**config.mk**
```make
export PLATFORM = sky130hd
export DESIGN_NAME = aux_input_ctrl
export DESIGN_NICKNAME = d
export VERILOG_FILES = /design/src/common/aux_pkg.sv /design/src/core/aux_input_ctrl.sv /design/src/core/persist_qual.sv
export SDC_FILE = /design/constraint.sdc
export NUM_CORES = 1
export LEC_CHECK = 0
export BUFFER_PORTS_ARGS = -buffer_cell sky130_fd_sc_hd__buf_2
export CORE_MARGIN = 8
export CORE_UTILIZATION = 50
export DETAILED_ROUTE_END_ITERATION = 12
export PLACE_DENSITY = 0.76
export RECOVER_POWER = 25
export SLEW_MARGIN = 10
export SYNTH_ARGS = -nofsm -noshare
export SYNTH_HDL_FRONTEND = slang
export SYNTH_SLANG_ARGS = --single-unit
```
**constraint.sdc**
```tcl
create_clock -name pclk -period 24.1 [get_ports pclk]
set_input_delay 2.41 -clock pclk [delete_from_list [all_inputs] [get_ports pclk]]
set_output_delay 2.41 -clock pclk [all_outputs]
set_load 0.005 [all_outputs]
```
**src/common/aux_pkg.sv**
```systemverilog
// Function
// RL1 - Each of the four inputs has its own function code and any code suits any input.
// RL2 - Code 0 makes the input ignored whatever its level.
// RL3 - Codes 3 and 4 make input i request auxiliary setpoint i.
// RL4 - An active auxiliary request replaces the main setpoint by that auxiliary setpoint.
// RL5 - Code 3 requests when the input is present, code 4 when it is absent.
// RL6 - The auxiliary setpoint is taken only after the request held for one second.
// RL7 - The main setpoint returns only after the request was absent for one second.
// RL8 - The auxiliary indication shows the index in use and clears with no request.
// RL9 - With several requests the lowest requested auxiliary pressure is used.
// RL10 - Codes 5 to 8 disable the whole system and show the disabled indication.
// RL11 - Codes 5 and 7 disable on a present input, codes 6 and 8 on an absent one.
// RL12 - Disabling starts only after the request held for one second.
// RL13 - Re-enabling happens only after the request was absent for one second.
// RL14 - The disabled indication stands while any disable input is active.
// RL15 - Codes 7 and 8 also reset resettable faults when disabling begins.
// RL16 - Code 9 resets faults on a present input with no disable and no indication.
// RL17 - Each input times its second on a counter of clock ticks that restarts on change.
package aux_pkg;

  // ----------------------------------------
  // Timing
  // ----------------------------------------
  localparam int unsigned CLK_MHZ = 20;
  localparam int unsigned TICK_TIME_US = 1000;
  localparam int unsigned TICK_CYCLES = TICK_TIME_US * CLK_MHZ;
  localparam int unsigned TICK_W = 16;
  localparam int unsigned QUAL_TIME_S = 1;
  localparam int unsigned QUAL_TICKS = QUAL_TIME_S * 1000000 / TICK_TIME_US;
  localparam int unsigned QCNT_W = 10;

  // ----------------------------------------
  // Register map
  // ----------------------------------------
  localparam logic [7:0] ADDR_FUNC_SEL = 8'h00;
  localparam logic [7:0] ADDR_MAIN_SP = 8'h04;
  localparam logic [7:0] ADDR_AUX_SP0 = 8'h08;
  localparam logic [7:0] ADDR_STATUS = 8'h18;
  localparam logic [7:0] ADDR_MASK = 8'h1c;
  localparam logic [7:0] ADDR_STATE = 8'h20;
  localparam logic [15:0] FUNC_SEL_RESET = 16'h0000;
  localparam logic [15:0] MAIN_SP_RESET = 16'h0000;
  localparam logic [15:0] AUX_SP_RESET = 16'h0000;
  localparam logic [4:0] MASK_RESET = 5'h00;
  localparam int unsigned FSEL_W = 4;
  localparam int unsigned SP_W = 16;

  // Status and mask bits
  localparam int unsigned EV_AUX_ON = 0;
  localparam int unsigned EV_AUX_OFF = 1;
  localparam int unsigned EV_DIS_ON = 2;
  localparam int unsigned EV_DIS_OFF = 3;
  localparam int unsigned EV_RST = 4;
  localparam int unsigned EV_W = 5;

  // State register fields
  localparam int unsigned ST_QUAL_LSB = 0;
  localparam int unsigned ST_IN_LSB = 4;
  localparam int unsigned ST_IND_LSB = 8;
  localparam int unsigned ST_DIS_BIT = 11;

  // ----------------------------------------
  // Function codes
  // ----------------------------------------
  localparam logic [3:0] FN_OFF = 4'h0;
  localparam logic [3:0] FN_AUX_NO = 4'h3;
  localparam logic [3:0] FN_AUX_NC = 4'h4;
  localparam logic [3:0] FN_DIS_NO = 4'h5;
  localparam logic [3:0] FN_DIS_NC = 4'h6;
  localparam logic [3:0] FN_DISR_NO = 4'h7;
  localparam logic [3:0] FN_DISR_NC = 4'h8;
  localparam logic [3:0] FN_RST_NO = 4'h9;

  typedef struct packed {
    logic aux;
    logic dis;
    logic rst;
    logic inv;
  } func_t;

  typedef struct packed {
    logic motor_disable;
    logic system_disabled_indication;
    logic fault_reset;
    logic [2:0] auxiliary_setpoint_indication;
    logic [15:0] setpoint;
  } ctrl_out_t;

  // Codes this block does not serve decode to all zero
  function automatic func_t decode(input logic [3:0] code);
    func_t f;
    f = '0;
    case (code)
      FN_AUX_NO: f.aux = 1'b1;
      FN_AUX_NC: begin
        f.aux = 1'b1;
        f.inv = 1'b1;
      end
      FN_DIS_NO: f.dis = 1'b1;
      FN_DIS_NC: begin
        f.dis = 1'b1;
        f.inv = 1'b1;
      end
      FN_DISR_NO: begin
        f.dis = 1'b1;
        f.rst = 1'b1;
      end
      FN_DISR_NC: begin
        f.dis = 1'b1;
        f.rst = 1'b1;
        f.inv = 1'b1;
      end
      FN_RST_NO: f.rst = 1'b1;
      default: f = '0;
    endcase
    return f;
  endfunction : decode

endpackage : aux_pkg

```
**src/core/aux_input_ctrl.sv**
```systemverilog
// Chosen here: the APB interface to the registers and the register offsets.
`timescale 1ns/1ps
`default_nettype none
module aux_input_ctrl #(
  parameter int unsigned TICK_CYCLES = aux_pkg::TICK_CYCLES
) (
  input wire logic pclk,
  input wire logic presetn,
  input wire logic ce,
  input wire logic psel,
  input wire logic penable,
  input wire logic pwrite,
  input wire logic [31:0] paddr,
  input wire logic [31:0] pwdata,
  output logic [31:0] prdata,
  output logic pready,
  output logic pslverr,
  input wire logic [3:0] auxiliary_contact_inputs,
  output var aux_pkg::ctrl_out_t control,
  output logic irq
);

  // ----------------------------------------
  // Declarations
  // ----------------------------------------
  localparam int unsigned SPW = aux_pkg::SP_W;
  localparam int unsigned FW = aux_pkg::FSEL_W;
  localparam int unsigned EW = aux_pkg::EV_W;
  localparam logic [aux_pkg::TICK_W-1:0] TICK_LAST = aux_pkg::TICK_W'(TICK_CYCLES - 1);

  logic [4*FW-1:0] input_function_select;
  logic [4*FW-1:0] next_func;
  logic [SPW-1:0] main_pressure_setpoint;
  logic [SPW-1:0] next_main;
  logic [SPW-1:0] auxiliary_pressure_setpoint [4];
  logic [SPW-1:0] next_aux [4];
  logic [EW-1:0] status;
  logic [EW-1:0] next_status;
  logic [EW-1:0] mask;
  logic [EW-1:0] next_mask;
  logic [EW-1:0] snap;
  logic [EW-1:0] next_snap;
  logic [31:0] next_prdata;
  logic [aux_pkg::TICK_W-1:0] tick_cnt;
  logic [aux_pkg::TICK_W-1:0] next_tick_cnt;
  logic tick;
  aux_pkg::func_t fn [4];
  logic [3:0] raw;
  logic [3:0] clr;
  logic [3:0] qual;
  logic [3:0] qual_d;
  logic [3:0] aux_q;
  logic [3:0] dis_q;
  logic [3:0] rst_rise;
  logic aux_any_d;
  logic dis_any_d;
  logic [EW-1:0] events;
  logic [SPW-1:0] best_sp;
  logic [2:0] best_idx;
  aux_pkg::ctrl_out_t next_control;
  logic setup;
  logic access;
  logic known;

  // ----------------------------------------
  // Input decoding
  // ----------------------------------------
  genvar gi;
  generate
    for (gi = 0; gi < 4; gi++) begin : g_in
      // RL1 per-input code
      assign fn[gi] = aux_pkg::decode(input_function_select[gi*FW +: FW]);
      // RL2 unused codes cleared
      assign clr[gi] = !(fn[gi].aux || fn[gi].dis || fn[gi].rst);
      // RL5 RL11 contact polarity
      assign raw[gi] = !clr[gi] && (auxiliary_contact_inputs[gi] ^ fn[gi].inv);
      persist_qual u_qual (
        .pclk(pclk),
        .presetn(presetn),
        .ce(ce),
        .tick(tick),
        .clr(clr[gi]),
        .raw(raw[gi]),
        .qual(qual[gi])
      );
      // RL3 setpoint index follows input
      assign aux_q[gi] = qual[gi] && fn[gi].aux;
      // RL10 disable codes
      assign dis_q[gi] = qual[gi] && fn[gi].dis;
      // RL15 RL16 reset on activation
      assign rst_rise[gi] = qual[gi] && !qual_d[gi] && fn[gi].rst;
    end
  endgenerate

  // ----------------------------------------
  // Tick prescaler
  // ----------------------------------------
  // RL17 shared time base
  assign tick = (tick_cnt == TICK_LAST);

  always_comb begin
    next_tick_cnt = tick ? '0 : tick_cnt + 1'b1;
  end

  always_ff @(posedge pclk or negedge presetn) begin
    if (!presetn) begin
      tick_cnt <= '0;
    end else if (ce) begin
      tick_cnt <= next_tick_cnt;
    end
  end

  // ----------------------------------------
  // Setpoint selection
  // ----------------------------------------
  // RL9 lowest active wins, lower index on ties
  always_comb begin
    best_sp = main_pressure_setpoint;
    best_idx = 3'h0;
    for (int i = 0; i < 4; i++) begin
      if (aux_q[i] && (best_idx == 3'h0 || auxiliary_pressure_setpoint[i] < best_sp)) begin
        best_sp = auxiliary_pressure_setpoint[i];
        best_idx = 3'(i + 1);
      end
    end
  end

  // ----------------------------------------
  // Control outputs and events
  // ----------------------------------------
  always_comb begin
    // RL4 RL8 setpoint and index
    next_control.setpoint = best_sp;
    next_control.auxiliary_setpoint_indication = best_idx;
    // RL10 RL12 RL13 RL14 disable state
    next_control.motor_disable = |dis_q;
    next_control.system_disabled_indication = |dis_q;
    // RL15 RL16 one-cycle reset pulse
    next_control.fault_reset = |rst_rise;
    events = '0;
    events[aux_pkg::EV_AUX_ON] = (|aux_q) && !aux_any_d;
    events[aux_pkg::EV_AUX_OFF] = !(|aux_q) && aux_any_d;
    events[aux_pkg::EV_DIS_ON] = (|dis_q) && !dis_any_d;
    events[aux_pkg::EV_DIS_OFF] = !(|dis_q) && dis_any_d;
    events[aux_pkg::EV_RST] = |rst_rise;
  end

  always_ff @(posedge pclk or negedge presetn) begin
    if (!presetn) begin
      control <= '0;
      qual_d <= '0;
      aux_any_d <= 1'b0;
      dis_any_d <= 1'b0;
    end else if (ce) begin
      control <= next_control;
      qual_d <= qual;
      aux_any_d <= |aux_q;
      dis_any_d <= |dis_q;
    end
  end

  // ----------------------------------------
  // APB slave
  // ----------------------------------------
  // Read data is latched in setup, so with ce high every access has one wait-free access cycle
  assign setup = ce && psel && !penable;
  assign access = ce && psel && penable;
  assign pready = ce;
  assign pslverr = access && !known;
  assign irq = |(status & mask);

  always_comb begin
    known = 1'b0;
    if (paddr[31:8] != 24'h000000 || paddr[1:0] != 2'h0) begin
      known = 1'b0;
    end else if (paddr[7:0] == aux_pkg::ADDR_FUNC_SEL) begin
      known = 1'b1;
    end else if (paddr[7:0] == aux_pkg::ADDR_MAIN_SP) begin
      known = 1'b1;
    end else if (paddr[7:0] >= aux_pkg::ADDR_AUX_SP0 && paddr[7:0] < aux_pkg::ADDR_STATUS) begin
      known = 1'b1;
    end else if (paddr[7:0] == aux_pkg::ADDR_STATUS) begin
      known = 1'b1;
    end else if (paddr[7:0] == aux_pkg::ADDR_MASK) begin
      known = 1'b1;
    end else if (paddr[7:0] == aux_pkg::ADDR_STATE) begin
      known = 1'b1;
    end
  end

  always_comb begin
    next_prdata = prdata;
    next_snap = snap;
    if (setup) begin
      next_prdata = '0;
      next_snap = '0;
      if (!known) begin
        next_prdata = '0;
      end else if (paddr[7:0] == aux_pkg::ADDR_FUNC_SEL) begin
        next_prdata[4*FW-1:0] = input_function_select;
      end else if (paddr[7:0] == aux_pkg::ADDR_MAIN_SP) begin
        next_prdata[SPW-1:0] = main_pressure_setpoint;
      end else if (paddr[7:0] >= aux_pkg::ADDR_AUX_SP0 && paddr[7:0] < aux_pkg::ADDR_STATUS) begin
        next_prdata[SPW-1:0] = auxiliary_pressure_setpoint[paddr[3:2] - 2'h2];
      end else if (paddr[7:0] == aux_pkg::ADDR_STATUS) begin
        next_prdata[EW-1:0] = status;
        next_snap = status;
      end else if (paddr[7:0] == aux_pkg::ADDR_MASK) begin
        next_prdata[EW-1:0] = mask;
      end else begin
        next_prdata[aux_pkg::ST_QUAL_LSB +: 4] = qual;
        next_prdata[aux_pkg::ST_IN_LSB +: 4] = auxiliary_contact_inputs;
        next_prdata[aux_pkg::ST_IND_LSB +: 3] = control.auxiliary_setpoint_indication;
        next_prdata[aux_pkg::ST_DIS_BIT] = control.system_disabled_indication;
      end
    end
  end

  always_comb begin
    next_func = input_function_select;
    next_main = main_pressure_setpoint;
    next_mask = mask;
    for (int i = 0; i < 4; i++) begin
      next_aux[i] = auxiliary_pressure_setpoint[i];
    end
    // Only the bits shown by the read are cleared; a new event always sets
    next_status = status;
    if (access && !pwrite && known && paddr[7:0] == aux_pkg::ADDR_STATUS) begin
      next_status = status & ~snap;
    end
    next_status = next_status | events;
    if (access && pwrite && known) begin
      if (paddr[7:0] == aux_pkg::ADDR_FUNC_SEL) begin
        next_func = pwdata[4*FW-1:0];
      end else if (paddr[7:0] == aux_pkg::ADDR_MAIN_SP) begin
        next_main = pwdata[SPW-1:0];
      end else if (paddr[7:0] >= aux_pkg::ADDR_AUX_SP0 && paddr[7:0] < aux_pkg::ADDR_STATUS) begin
        next_aux[paddr[3:2] - 2'h2] = pwdata[SPW-1:0];
      end else if (paddr[7:0] == aux_pkg::ADDR_MASK) begin
        next_mask = pwdata[EW-1:0];
      end
    end
  end

  always_ff @(posedge pclk or negedge presetn) begin
    if (!presetn) begin
      input_function_select <= aux_pkg::FUNC_SEL_RESET;
      main_pressure_setpoint <= aux_pkg::MAIN_SP_RESET;
      for (int i = 0; i < 4; i++) begin
        auxiliary_pressure_setpoint[i] <= aux_pkg::AUX_SP_RESET;
      end
      status <= '0;
      mask <= aux_pkg::MASK_RESET;
      snap <= '0;
      prdata <= '0;
    end else if (ce) begin
      input_function_select <= next_func;
      main_pressure_setpoint <= next_main;
      for (int i = 0; i < 4; i++) begin
        auxiliary_pressure_setpoint[i] <= next_aux[i];
      end
      status <= next_status;
      mask <= next_mask;
      snap <= next_snap;
      prdata <= next_prdata;
    end
  end
endmodule : aux_input_ctrl
`default_nettype wire

```
**src/core/persist_qual.sv**
```systemverilog
`timescale 1ns/1ps
`default_nettype none
module persist_qual (
  input wire logic pclk,
  input wire logic presetn,
  input wire logic ce,
  input wire logic tick,
  input wire logic clr,
  input wire logic raw,
  output logic qual
);

  logic [aux_pkg::QCNT_W-1:0] cnt;
  logic [aux_pkg::QCNT_W-1:0] next_cnt;
  logic next_qual;
  localparam logic [aux_pkg::QCNT_W-1:0] LAST = aux_pkg::QCNT_W'(aux_pkg::QUAL_TICKS - 1);

  always_comb begin
    next_cnt = cnt;
    next_qual = qual;
    // RL2 ignore unused input
    if (clr) begin
      next_cnt = '0;
      next_qual = 1'b0;
    // RL17 restart on agreement
    end else if (raw == qual) begin
      next_cnt = '0;
    // RL6 RL7 one second held
    end else if (tick) begin
      if (cnt == LAST) begin
        next_cnt = '0;
        next_qual = raw;
      end else begin
        next_cnt = cnt + 1'b1;
      end
    end
  end

  always_ff @(posedge pclk or negedge presetn) begin
    if (!presetn) begin
      cnt <= '0;
      qual <= 1'b0;
    end else if (ce) begin
      cnt <= next_cnt;
      qual <= next_qual;
    end
  end
endmodule : persist_qual
`default_nettype wire

```
==> summary.txt <==
Pwr
  • Part of the power in registers: 45.7%
  • Net Sw Power: 0.188 mW
  • Leak Pwr: 6.58 nW
  • Net Sw Frac: 23.0%
  • Power, Total: 0.817 mW
  • VDD IR max: 0.0000681 V
  • Clock share of power: 48.2%
  • Logic pwr share: 6.1%
  • Int Pwr: 0.629 mW
  • Cell area power density: 58.6 mW/mm^2

Final layout
  • Share of layout cells above drive strength 1: 20.5%
  • Layout net count: 1436
  • Synthesis-to-finish area growth: 12.2%
  • Multi-input gate area: 0.00662 mm^2
  • Fillers: 2100
  • Antenna cells: 0
  • Register area: 0.00533 mm^2

Setup path
  • CP required: 24.47 ns
  • Critical path class: flip-flop to flip-flop
  • Worst Path Max Fanout: 18
  • Critical path startpoint category: flip-flop
  • Reg-to-Reg Start: input_function_select[0]$_DFFE_PN0P_
  • Largest stage delay, worst path: 0.80 ns
  • Critical path arrival: 10.02 ns
  • CP most frequent cell: a21oi_1
  • Worst setup path startpoint: input_function_select[0]$_DFFE_PN0P_
  • Crit path max-delay cell type: a21oi_2
  • Critical Path Sink Type: flip-flop

Clock network
  • Inserted Clock Buffers: 24
  • Clock transition at path regs: 0.06 ns
  • Post-CTS Resized: 0
  • Hold buffers post-CTS: 0
  • CTS H-Tree Depth: 1
  • Clock Latency Late Sink: 0.52 ns
  • Clock buffer depth: 3
  • Clock Tree Root: clkbuf_16
  • CTS sink cnt: 213
  • CTS tree: done
  • Post-CTS setup buffers: 0

Logic synthesis
  • Cells after Synth: 1235
  • Most used DFF post-synth: dfrtp_1
  • Yosys reg bits: 213
  • Synth Cell Area: 0.0124 mm^2
  • Post-synth EDFFs: 0
  • Avg Inst Size Synth: 10.1 um^2
  • Post-synthesis async set-or-reset flop share: 100%
  • YS warnings: 0
  • Post-synthesis sequential area ratio: 42.9%
  • Number of distinct library cells after synthesis: 72

Global route
  • Initial antenna violation count: 0
  • Largest net degree at the start of global routing: 86
  • First-pass GRT wire length: 52400 um
  • Vias in the first global route: 9922
  • Total GRT Usage: 21.0%
  • Total global routing overflow: 0

Status
  • Failing checks: capacitance limit, slew limit
  • Outcome: finished with violations

Routing
  • Drc violations: 0
  • Initial DRC count: 722
  • Vias per cell: 5.98
  • Total number of vias: 9885
  • DRT antenna net count: 0
  • Drt pass-1 iters: 5
  • Post-Route WL: 32200 um
  • DR WL/cell: 19.4 um

STA
  • Rel. slew slack: -219%
  • Final Critical Period: 9.65 ns
  • Fin. max-slew vios: 192
  • Post-route setup TNS: 0 ns
  • RSZ-0062 raised after global routing: false
  • Final Cycle Share: 40.0%
  • Worst slew pin tran: 4.79 ns
  • Skew final: 0.0111 ns
  • Hold_ws: 0.474 ns
  • Hold Vio Cnt, Final: 0
  • # setup viols final: 0
  • Max Fclk: 104 MHz

Worst hold path
  • Origin of the worst min-delay path: g_in[3].u_qual.cnt[9]$_DFFE_PN0P_
  • Hold crit path type: flip-flop to flip-flop

Placement
  • IO buf count: 98
  • GP Congestion: 0.882
  • HPWL after DPL: 23100 um

Floorplan
  • Initial Util: 51.0%
  • Die area: 0.0302 mm^2
  • Core area: 0.0244 mm^2
  • Die Wd: 174 um
  • Die Ht: 174 um
  • # IOs: 131
  • # rows: 57

Flow run
  • Max Cap Viol: 3
[through the flow]
stage | util (%) | instance area, um^2 | cells | worst slack [ns]
6_report | 57.2 | 13900 | 1654 | 14.45
5_1_grt | 57.2 | 13900 | 1654 | 13.83
4_1_cts | 57.2 | 14000 | 1654 | 14.58
3_5_place_dp | 53.7 | 13100 | 1610 | 14.66
3_3_place_gp | 53.7 | 13100 | 1610 | 14.74
2_1_floorplan | - | 12500 | 1250 | 16.51
[cell families after synthesis]
logic type                 after synthesis  share of synthesized area (%)
AOI/OAI and AO/OA                      278                           14.1
adders and majority gates               50                           5.03
xor gates and xnor gates                30                           2.11
buffers and inverters                  118                           4.39
muxes                                  161                           15.8
and+or+nand+nor                        384                           15.7
DFF                                    213                           42.9
other                                    1                         0.0302
[final timing paths]
check | to | slack (ns) | cells after the start
setup / recovery | control[0]$_DFFE_PN0P_ | 14.45 | 26
hold / removal | g_in[3].u_qual.cnt[9]$_DFFE_PN0P_ | 0.47 | 1
setup reg to reg | control[0]$_DFFE_PN0P_ | 14.45 | 26
hold reg to reg | g_in[3].u_qual.cnt[9]$_DFFE_PN0P_ | 0.47 | 1
max in group asynchronous | g_in[1].u_qual.cnt[7]$_DFFE_PN0P_ | 15.98 | 2
min in group asynchronous | control[12]$_DFFE_PN0P_ | 3.63 | 1
[cells in the final DEF (no fill, tap or decap), types with 6 or more instances in the layout]
cell / instances
a211oi_1: 29
a21o_1: 10
a21oi_1: 54
a22o_1: 7
a22oi_1: 8
a31oi_1: 6
and3_1: 22
buf_2: 97
buf_4: 9
clkbuf_16: 25
clkinv_2: 8
conb_1: 16
dfrtp_1: 213
ha_1: 50
inv_1: 45
mux2_2: 79
mux2_4: 10
mux2i_1: 56
mux4_2: 16
nand2_1: 99
nand2b_1: 21
nand3_1: 24
nand4_1: 9
nor2_1: 104
nor2b_1: 11
nor3_1: 22
nor3b_1: 10
nor4_1: 12
nor4b_1: 8
o21ai_0: 105
o31ai_1: 19
xnor2_1: 20
xor2_1: 10
[registers in the layout, summed over array words and instances (netlist names), 5 cells and up]
name,count
auxiliary_pressure_setpoint,64
g_in.u_qual.cnt,40
control,20
input_function_select,16
main_pressure_setpoint,16
prdata,16
tick_cnt,16
mask,5
snap,5
status,5
[cell type report]
class	count	share of cell area (%)
Timing Repair Buffer	109	4.05
Sequential cell	213	38.2
Inverter	45	1.21
Clock buffer	30	4.91
Tap cell	324	2.91
Clock inverter	14	1.27
Multi-Input combinational cell	919	47.4
[critical path: cells and delay by family, from the launching register on]
kind	cells	cell delay (ns)
DFF	1	0.49
AOI/OAI and AO/OA	13	4.32
adders and majority gates	3	1.00
muxes	3	1.10
and+or+nand+nor	6	2.49
buffers and inverters	1	0.07
[power groups by stage]
| stage | Clock, mW | Sequential, mW | Combinational, mW |
|---|---|---|---|
| after floorplan | 0 | 0.379 | 0.0284 |
| after global placement | 0 | 0.380 | 0.0485 |
| after detailed placement | 0 | 0.380 | 0.0500 |
| after CTS | 0.400 | 0.374 | 0.0502 |
| after global routing | 0.413 | 0.375 | 0.0556 |
| final | 0.393 | 0.374 | 0.0498 |
[synthesized netlist by cell type (all sizes together), types with 11 or more instances]
library cell,instances,share of area [%]
dfrtp,213,43
nor2,105,3.2
o21ai,105,4.2
nand2,99,3.0
mux2,89,8.4
mux2i,56,4.5
a21oi,55,2.2
ha,50,5.0
inv,45,1.4
buf,39,2.0
clkbuf,34,1.0
a211oi,29,1.8
nand3,24,0.97
and3,22,1.1
nor3,22,0.89
nand2b,21,1.1
xnor2,20,1.4
o31ai,19,1.1
mux4,16,2.9
nor4,14,0.83
nor2b,11,0.55
[routing by layer]
| layer | share of wire, % | track usage (%) | vias to the layer above |
|---|---|---|---|
| met1 | 44 | 28.2 | 4849 |
| met4 | 3.0 | 6.70 | 0 |
| met3 | 6.5 | 3.55 | 74 |
| met5 | 0 | 0 | - |
| met2 | 47 | 33.9 | 326 |
| li1 | - | - | 4636 |
No activity file was read; power rests on OpenSTA's default activity.
